==> src/verilog/cdi_params.svh <==
// constants of the cpu/dsp interrupt and wake-up unit
// assumes byte offsets within one 256-byte register window
`ifndef CDI_PARAMS_SVH
`define CDI_PARAMS_SVH
`define CDI_OFF_REQ_INT 8'h28
`define CDI_OFF_SAMPLE  8'h2C
`define CDI_OFF_PEND    8'h30
`define CDI_OFF_INFO    8'h34
`define CDI_OFF_MASK    8'h38
`define CDI_OFF_WAKE_A  8'h40
`define CDI_OFF_WAKE_B  8'h44
`define CDI_OFF_FIFO_EN 8'h50
`define CDI_B_DSP_IRQ   0
`define CDI_B_RADIO     0
`define CDI_B_GATE      31
`define CDI_B_SPI3      11
`define CDI_B_IR        5
`define CDI_DMA_HI      29
`define CDI_DMA_LO      22
`define CDI_WA_MASK     32'h3FFF_FFFF
`define CDI_WB_MASK     32'h8000_083F
`define CDI_RST_WORD    32'h0000_0000
`define CDI_RST_FIFO_EN 4'h5
`define CDI_SYNC_LEN    2
`endif

==> src/verilog/cdi_pkg.sv <==
// types of the cpu/dsp interrupt and wake-up unit
// assumes nothing beyond a sv compiler
package cdi_pkg;
  typedef logic [31:0] cdi_word_t;
  typedef enum logic [2:0] {
    PH_IDLE = 3'h1,
    PH_WR   = 3'h2,
    PH_RD   = 3'h4
  } cdi_phase_t;
endpackage
==> src/verilog/cdi_irq_unit.sv <==
// cpu/dsp interrupt exchange and cpu wake-up unit, ahb-lite slave
// assumes one clock, synchronous active-low reset, one ahb master
`include "cdi_params.svh"

////////////////////////////////////////////////////////////////////////////////
module cdi_irq_unit #(
  parameter int unsigned USER_LINES = 5,
  parameter int unsigned FIFO_IRQS  = 4
) (
  input  wire logic                  core_clk_i,
  input  wire logic                  nrst_i,
  input  wire logic                  hsel_i,
  input  wire logic [31:0]           haddr_i,
  input  wire logic [1:0]            htrans_i,
  input  wire logic                  hwrite_i,
  input  wire logic [2:0]            hsize_i,
  input  wire logic [31:0]           hwdata_i,
  input  wire logic                  hready_i,
  output logic      [31:0]           hrdata_o,
  output logic                       hreadyout_o,
  output logic                       hresp_o,
  input  wire logic [USER_LINES-1:0] dsp_user_line_i,
  input  wire logic [29:1]           wake_src_a_i,
  input  wire logic [1:0]            wake_src_b_i,
  input  wire logic                  radio_bb_set_i,
  input  wire logic [FIFO_IRQS-1:0]  fifo_irq_i,
  input  wire logic                  wait_exec_i,
  output logic                       cpu_to_dsp_irq_bit_o,
  output logic [1:0]                 cpu_info_o,
  output logic [FIFO_IRQS-1:0]       dsp_fifo_irq_o,
  output logic                       radio_bb_irq_o,
  output logic                       cpu_clk_en_o,
  output logic                       irq_o
);

  localparam int unsigned SYNC_W = FIFO_IRQS + 1 + 2 + 29 + USER_LINES;

  cdi_pkg::cdi_phase_t     ph_q;
  cdi_pkg::cdi_phase_t     ph_d;
  logic [7:0]              addr_q;
  logic [31:0]             hrdata_q;
  logic                    hready_q;
  logic                    hresp_q;
  logic [SYNC_W-1:0]       meta_q;
  logic [SYNC_W-1:0]       sync_q;
  logic [USER_LINES-1:0]   user_prev_q;
  logic [USER_LINES-1:0]   user_s;
  logic                    req_q;
  logic [1:0]              info_q;
  logic [USER_LINES-1:0]   pend_q;
  logic [USER_LINES-1:0]   pend_d;
  logic [USER_LINES-1:0]   mask_q;
  cdi_pkg::cdi_word_t      wake_a_q;
  cdi_pkg::cdi_word_t      wake_a_d;
  cdi_pkg::cdi_word_t      wake_b_q;
  logic [FIFO_IRQS-1:0]    fifo_en_q;
  logic [FIFO_IRQS-1:0]    fifo_out_q;
  logic                    clk_run_q;
  logic                    clk_run_d;
  logic                    irq_q;

  ////////////////////////////////////////////////////////////////////////////////
  // ahb-lite slave: writes take no wait state, reads one
  // hsize is ignored; only whole-word transfers are expected

  wire accept   = hsel_i & htrans_i[1] & hready_i;
  wire wr_ph    = (ph_q == cdi_pkg::PH_WR);
  wire rd_ph    = (ph_q == cdi_pkg::PH_RD);
  wire wr_req   = wr_ph & (addr_q == `CDI_OFF_REQ_INT);
  wire wr_pend  = wr_ph & (addr_q == `CDI_OFF_PEND);
  wire wr_info  = wr_ph & (addr_q == `CDI_OFF_INFO);
  wire wr_mask  = wr_ph & (addr_q == `CDI_OFF_MASK);
  wire wr_wa    = wr_ph & (addr_q == `CDI_OFF_WAKE_A);
  wire wr_wb    = wr_ph & (addr_q == `CDI_OFF_WAKE_B);
  wire wr_fifo  = wr_ph & (addr_q == `CDI_OFF_FIFO_EN);

  assign ph_d = !accept  ? cdi_pkg::PH_IDLE :
                hwrite_i ? cdi_pkg::PH_WR : cdi_pkg::PH_RD;

  // the read word is picked a cycle late so a write just before is seen
  wire [31:0] rd_word =
    (addr_q == `CDI_OFF_REQ_INT) ? {31'h0000_0000, req_q} :
    (addr_q == `CDI_OFF_SAMPLE)  ? {{(32-USER_LINES){1'b0}}, user_s} :
    (addr_q == `CDI_OFF_PEND)    ? {{(32-USER_LINES){1'b0}}, pend_q} :
    (addr_q == `CDI_OFF_INFO)    ? {30'h0000_0000, info_q} :
    (addr_q == `CDI_OFF_MASK)    ? {{(32-USER_LINES){1'b0}}, mask_q} :
    (addr_q == `CDI_OFF_WAKE_A)  ? wake_a_q :
    (addr_q == `CDI_OFF_WAKE_B)  ? wake_b_q :
    (addr_q == `CDI_OFF_FIFO_EN) ? {{(32-FIFO_IRQS){1'b0}}, fifo_en_q} :
    32'h0000_0000;

  always_ff @(posedge core_clk_i) begin
    if (!nrst_i) begin
      ph_q     <= cdi_pkg::PH_IDLE;
      addr_q   <= 8'h00;
      hrdata_q <= 32'h0000_0000;
      hready_q <= 1'b1;
      hresp_q  <= 1'b0;
    end else begin
      ph_q     <= ph_d;
      addr_q   <= accept ? haddr_i[7:0] : addr_q;
      hrdata_q <= rd_ph ? rd_word : hrdata_q;
      hready_q <= !(accept & !hwrite_i);
      hresp_q  <= 1'b0;
    end
  end

  assign hrdata_o    = hrdata_q;
  assign hreadyout_o = hready_q;
  assign hresp_o     = hresp_q;

  ////////////////////////////////////////////////////////////////////////////////
  // two-stage synchronisers for every pin-side input

  wire [SYNC_W-1:0] async_in = {fifo_irq_i, radio_bb_set_i, wake_src_b_i,
                                wake_src_a_i, dsp_user_line_i};

  always_ff @(posedge core_clk_i) begin
    if (!nrst_i) begin
      meta_q <= '0;
      sync_q <= '0;
    end else begin
      meta_q <= async_in;
      sync_q <= meta_q;
    end
  end

  assign user_s = sync_q[USER_LINES-1:0];
  wire [29:1]           src_a_s  = sync_q[USER_LINES+28:USER_LINES];
  wire [1:0]            src_b_s  = sync_q[USER_LINES+30:USER_LINES+29];
  wire                  radio_s  = sync_q[USER_LINES+31];
  wire [FIFO_IRQS-1:0]  fifo_s   = sync_q[SYNC_W-1:USER_LINES+32];

  ////////////////////////////////////////////////////////////////////////////////
  // dsp request, info and line pending flags

  wire [USER_LINES-1:0] rise = user_s & ~user_prev_q;

  // a rising edge in the clearing cycle survives the clear
  assign pend_d = (pend_q & ~(wr_pend ? hwdata_i[USER_LINES-1:0] : '0))
                  | rise;

  always_ff @(posedge core_clk_i) begin
    if (!nrst_i) begin
      user_prev_q <= '0;
      req_q       <= 1'b0;
      info_q      <= 2'h0;
      pend_q      <= '0;
      mask_q      <= '0;
    end else begin
      user_prev_q <= user_s;
      req_q       <= wr_req ? hwdata_i[`CDI_B_DSP_IRQ] : req_q;
      info_q      <= wr_info ? hwdata_i[1:0] : info_q;
      pend_q      <= pend_d;
      mask_q      <= wr_mask ? hwdata_i[USER_LINES-1:0] : mask_q;
    end
  end

  assign cpu_to_dsp_irq_bit_o = req_q;
  assign cpu_info_o           = info_q;

  ////////////////////////////////////////////////////////////////////////////////
  // wake enables; bit 0 of the first is the radio request bit

  // the baseband's set beats a software write of zero in the same cycle
  assign wake_a_d = ((wr_wa ? hwdata_i : wake_a_q) & `CDI_WA_MASK)
                    | {31'h0000_0000, radio_s};

  always_ff @(posedge core_clk_i) begin
    if (!nrst_i) begin
      wake_a_q  <= `CDI_RST_WORD;
      wake_b_q  <= `CDI_RST_WORD;
      fifo_en_q <= `CDI_RST_FIFO_EN;
    end else begin
      wake_a_q  <= wake_a_d;
      wake_b_q  <= wr_wb ? (hwdata_i & `CDI_WB_MASK) : wake_b_q;
      fifo_en_q <= wr_fifo ? hwdata_i[FIFO_IRQS-1:0] : fifo_en_q;
    end
  end

  wire gate_on_wait = wake_b_q[`CDI_B_GATE];
  wire hit_a  = |(wake_a_q[29:1] & src_a_s);
  wire hit_b  = (wake_b_q[`CDI_B_SPI3] & src_b_s[1])
              | (wake_b_q[`CDI_B_IR] & src_b_s[0]);
  wire hit_u  = |(wake_b_q[USER_LINES-1:0] & user_s);
  wire wake_hit = hit_a | hit_b | hit_u | wake_a_q[`CDI_B_RADIO];

  ////////////////////////////////////////////////////////////////////////////////
  // cpu clock gate; a wake already present keeps the clock running

  assign clk_run_d = wake_hit ? 1'b1 :
                     (wait_exec_i & gate_on_wait) ? 1'b0 :
                     clk_run_q;

  ////////////////////////////////////////////////////////////////////////////////
  // fifo interrupt gating and the cpu-side interrupt output

  always_ff @(posedge core_clk_i) begin
    if (!nrst_i) begin
      clk_run_q  <= 1'b1;
      fifo_out_q <= '0;
      irq_q      <= 1'b0;
    end else begin
      clk_run_q  <= clk_run_d;
      fifo_out_q <= fifo_s & fifo_en_q;
      irq_q      <= |(pend_q & mask_q);
    end
  end

  assign cpu_clk_en_o   = clk_run_q;
  assign dsp_fifo_irq_o = fifo_out_q;
  assign radio_bb_irq_o = wake_a_q[`CDI_B_RADIO];
  assign irq_o          = irq_q;
endmodule

==> config.mk <==
export PLATFORM = sky130hd
export DESIGN_NAME = cdi_irq_unit
export DESIGN_NICKNAME = d
export VERILOG_FILES = /design/src/verilog/cdi_pkg.sv /design/src/verilog/cdi_irq_unit.sv
export VERILOG_INCLUDE_DIRS = /design/src /design/src/verilog
export SDC_FILE = /design/constraint.sdc
export NUM_CORES = 1
export LEC_CHECK = 0
export BUFFER_PORTS_ARGS = -buffer_cell sky130_fd_sc_hd__buf_4
export CAP_MARGIN = 25
export CORE_UTILIZATION = 40
export DETAILED_ROUTE_END_ITERATION = 7
export GPL_TIMING_DRIVEN = 0
export PLACE_DENSITY = 0.69
export SYNTH_ARGS = -nofsm -noshare
export SYNTH_HDL_FRONTEND = slang
export SYNTH_SLANG_ARGS = --single-unit
export TNS_END_PERCENT = 50
==> constraint.sdc <==
create_clock -name core_clk_i -period 2.8 [get_ports core_clk_i]
set_input_delay 0.84 -clock core_clk_i [delete_from_list [all_inputs] [get_ports core_clk_i]]
set_output_delay 0.84 -clock core_clk_i [all_outputs]
set_load 0.05 [all_outputs]
# Yosys cells after proc, flatten, opt, wreduce, memory -nomap -nowiden
# Cells that the tools add are included.
# word_totals
regBits	192
latchBits	0
ram_bits	0
romBits	0
input_bits	116
out_inout_bits	44
elab_cells	73
n_memories	0
# classes
add_sub_neg	0
multipliers	0
div	0
order_cmp	0
eq_ne	10
shift	0
n_mux	11
bitwise_logic	28
n_reduce_logical	7
# op_table
op	count
$mux W32	7
$eq A8 B6 Y1 const B	5
$mux W30	1
$or A30 B1 Y30	1
$and A29 B29 Y29	1
$reduce_or A29 Y1	1
$eq A8 B7 Y1 const B	3
$and A5 B5 Y5	4
$and A1 B1 Y1	13
$not A5 Y5	2
$reduce_or A5 Y1	2
$mux W5	1
$or A5 B5 Y5	1
$and A4 B4 Y4	1
$mux W4	1
$or A1 B1 Y1	4
$eq A3 B2 Y1 const B	1
$eq A3 B3 Y1 const B	1
$mux W3	1
$logic_not A1 Y1	2
$reduce_and A2 Y1	1
$reduce_or A2 Y1	1
$not A1 Y1	1

# Longest topological paths before layout
# depth
word_depth	9
depth_mapped	7
mapped_depth_nobuf	5

# Least setup slack after synthesis
# OpenSTA, ideal clock, no wires.
# synth_path
path_kind	input-to-reg
startpoint	input nrst_i
endpoint	register hrdata_q[3] (netlist: hrdata_o[3])
setup_ns	0.087
arrival_ns	1.796
required_ns	2.713
slack_ns	0.917
path_stages	5
n_path_buf	3
path_cell_list	clkbuf_1 clkbuf_1 clkbuf_1 nand3_1 o31ai_1
# synth_lines
element	line_no	rtl
start: declaration	cdi_irq_unit.sv:11	input wire logic nrst_i,
end signal: assignment	cdi_irq_unit.sv:102	hrdata_q <= rd_ph ? rd_word : hrdata_q;
end: declaration	cdi_irq_unit.sv:41	logic [31:0] hrdata_q;

# Final worst setup path
# layout_path
startpoint	register ph_q[1]
endpoint	register wake_a_q[24]
# layout_via
elab_chain_cells	4
# layout_lines
element	line_no	rtl
start: declaration	cdi_irq_unit.sv:38	cdi_pkg::cdi_phase_t ph_q;
start signal: assignment	cdi_irq_unit.sv:94	ph_q <= cdi_pkg::PH_IDLE;
start signal: assignment	cdi_irq_unit.sv:100	ph_q <= ph_d;
$eq A3 B2 Y1	cdi_irq_unit.sv:67	wire wr_ph = (ph_q == cdi_pkg::PH_WR);
$and A1 B1 Y1	cdi_irq_unit.sv:73	wire wr_wa = wr_ph & (addr_q == `CDI_OFF_WAKE_A);
$mux W30	cdi_irq_unit.sv:166	assign wake_a_d = ((wr_wa ? hwdata_i : wake_a_q) & `CDI_WA_MASK)
$or A30 B1 Y30	cdi_irq_unit.sv:166	
end signal: assignment	cdi_irq_unit.sv:171	wake_a_q <= `CDI_RST_WORD;
end signal: assignment	cdi_irq_unit.sv:175	wake_a_q <= wake_a_d;
end: declaration	cdi_irq_unit.sv:53	cdi_pkg::cdi_word_t wake_a_q;
# No other way between the ends.
# A chain may end at the register's enable or synchronous reset.

==> metrics.csv <==
stage;metric;value;unit
status;status;complete, no violations;
setup_path;R2R Path Start;ph_q[1];
timing;Period Utilization, post-route;79.5;%
synthesis;post-synthesis mux area share;3.99;%
timing;worst slew pin tran;0.950;ns
worst_hold_path;WHS Path Cells;1;
setup_path;Setup CP Type;reg -> reg;
clock_tree;# hold bufs at CTS;0;
setup_path;worst setup path startpoint;ph_q[1];
route;Initial DRC Count;313;
global_route;global-route wire length before repair;26.8;mm
worst_hold_path;min-delay src;meta_q[19];
synthesis;Post-Syn Area;6830;um^2
finish;ant diodes;0;
route;WL/cell;16.3;um
finish;post-route cell area;8650;um^2
synthesis;Post-synth EDFFs;0;
timing;Finish-stage setup viols;0;
floorplanning;Core ar.;16600;um^2
setup_path;CP endpoint kind;register;
route;drt pass-1 iters;5;
setup_path;worst-path fanout max;10;
finish;final net count;940;
synthesis;yosys warns;0;
synthesis;largest family of logic cells by synthesized area;simple AND/OR/NAND/NOR gates;
worst_hold_path;Hold Crit Class;reg -> reg;
setup_path;Reg2Reg Capture Point;wake_a_q[24];
global_route;initial antenna violation count;0;
synthesis;Synth Area in Adders;0;%
clock_tree;clk root buf;clkbuf_16;
clock_tree;Worst-path clk slew;0.07;ns
placement;Post-DP HPWL;12.9;mm
global_route;largest net degree at the start of global routing;18;
finish;most frequent cells in the layout;dfxtp_1 (191), buf_4 (133), nand2_1 (90);
setup_path;CP arrival;2.57;ns
setup_path;Worst Reg-to-Reg Cells;7;
power_and_ir_drop;Pwr Total;0.00550;W
finish;most common cell after layout, fill and taps aside;dfxtp_1;
finish;P&R area growth vs syn;26.7;%
clock_tree;total CTS buffers;17;
clock_tree;post_cts resized;0;
synthesis;xor-xnor portion of the synthesized cell area;0;%
setup_path;Worst Path Required;3.15;ns
setup_path;Critical Path Source Type;register;
global_route;Remaining Overflow, GRT;0;
finish;fillcell total;1553;
floorplanning;Ports;160;
route;vias per cell;4.96;
floorplanning;die area;17600;um^2
floorplanning;die width;133;um
synthesis;Synth Area in Compound Gates;14.4;%
route;DRC;0;
clock_tree;deepest clock path buffer count;2;
timing;minimum clock period;2.23;ns
clock_tree;Sink Count;191;
global_route;Overall Global Routing Usage;20.1;%
finish;Layout Cells excl Fill;1057;
clock_tree;later-pin clock latency in the skew report;0.43;ns
timing;Setup TNS;0;ns
floorplanning;die extent in y;133;um
flow_run;max_cap viols;0;
timing;Fmax;449;MHz
floorplanning;Initial Utilization;41.0;%
clock_tree;H-tree levels;4;
worst_hold_path;hold endpoint;sync_q[19];
setup_path;R2R Setup Slk;0.57;ns
placement;DP Area;8060;um^2
route;DRT Wirelength;17.2;mm
power_and_ir_drop;VDD IR max;0.000490;V
placement;RePlAce Congestion;0.890;
timing;Worst Skew;0.00783;ns
clock_tree;Setup Buffers After CTS;0;
timing;fin. max-slew vios;0;
floorplanning;Rows;47;
placement;dpl cells;1025;
power_and_ir_drop;static leakage;3.42;nW
route;Post-DRT Antenna Nets;0;
synthesis;Syn Inst Count;677;
placement;buffers added on ports;127;
synthesis;post-synthesis simple-gate area fraction;22.6;%
synthesis;sequential area share after synthesis;56.0;%
synthesis;synthesized flop and latch total;191;
synthesis;Post-synth ARST share;0;%
timing;RSZ-0062 raised after global routing;false;
synthesis;Post-synth top flop;dfxtp_1;
route;total vias in the final route;5244;
power_and_ir_drop;P per Cell Area;636;nW/um^2
global_route;number of global-route vias before repair;4933;
synthesis;Netlist cell types;48;
timing;Rel. slew slack;36.5;%
timing;Final Hold Fails;0;
synthesis;post-synthesis average cell area;10.1;um^2
clock_tree;CTS tree;done;
finish;layout cell share with drive strength beyond 1;21.7;%
-- how the worst max path moves through the flow --
stage | depth (start not counted) | endpoint | slack, ns
after floorplan | 5 | hrdata_o[3] | 0.92
after global placement | 5 | hrdata_o[3] | 0.24
after detailed placement | 5 | hrdata_o[2] | 0.22
after CTS | 5 | hrdata_o[2] | 0.62
after global routing | 5 | hrdata_o[4] | 0.44
final | 7 | wake_a_q[24] | 0.57
-- cell usage after synthesis (all sizes together) (3+ instances only) --
library cell	number	share of area, %
o21ai	9	0.66
a22o	5	0.64
nor2	5	0.31
dfxtp	191	56
a22oi	31	3.4
mux2i	25	3.7
a21oi	13	0.95
nor3b	3	0.33
o31ai	3	0.33
or3	3	0.42
nand3	8	0.59
a221oi	6	0.77
nand4	5	0.46
buf	11	1.0
nand2b	4	0.37
inv	4	0.22
and3	6	0.55
a21boi	47	5.2
clkbuf	32	1.8
a31oi	4	0.37
nor2b	53	4.9
and2	88	8.1
nor3	5	0.93
o21a	5	0.55
nand2	90	4.9
-- per-stage QoR --
step	setup WS, ns	utilization, %	hold WS (ns)
floorplan	0.917	-	0.412
finish	0.574	52.0	0.429
global placement	0.240	48.4	0.416
CTS	0.619	52.0	0.431
global route	0.441	52.0	0.450
detailed placement	0.223	48.4	0.418
-- metal layers --
metal / vias to the layer above / part of all wire [%] / wire length, um / track usage (%)
li1: 2591 / - / - / -
met1: 2439 / 46 / 7960 / 27.3
met3: 34 / 6.1 / 1050 / 3.49
met4: 0 / 3.0 / 519 / 9.45
met2: 180 / 45 / 7710 / 31.1
met5: - / 0 / 0 / 0
-- cell type report --
cell class | instances | area, um^2 | share of cell area [%]
sequential | 191 | 3820 | 44.2
multi-input combinational | 440 | 2810 | 32.4
timing repair buffer | 127 | 953 | 11.0
clock buffer | 18 | 439 | 5.07
tap | 220 | 275 | 3.18
buffer | 43 | 189 | 2.18
clock inverter | 14 | 153 | 1.76
inverter | 4 | 15.0 | 0.173
-- registers in the layout, summed over array words and instances (netlist names), 8 cells and up --
register  cells
wake_b_q      8
meta_q       41
addr_q        8
hrdata_o     31
sync_q       41
wake_a_q     30
-- critical path, stage by stage, from the launching register on --
cell	delay, ns
dfxtp_1	0.34
nor3b_1	0.52
nor2b_1	0.41
and2_1	0.24
buf_4	0.20
buf_4	0.19
nand2_1	0.07
a21boi_0	0.17
-- kinds of logic after synthesis --
| group | Yosys count |
|---|---|
| AND/OR/NAND/NOR | 277 |
| flip-flops | 191 |
| AO/OA/AOI/OAI | 134 |
| buffers and inverters | 47 |
| multiplexers | 27 |
| other | 1 |
-- power by group --
| part | switching (W) | internal (W) | total (W) |
|---|---|---|---|
| clock | 0.00106 | 0.00136 | 0.00241 |
| combinational | 0.000126 | 0.000150 | 0.000276 |
| sequential | 0.0000295 | 0.00278 | 0.00281 |
| total | 0.00121 | 0.00429 | 0.00550 |
No activity file was read; power rests on OpenSTA's default activity.
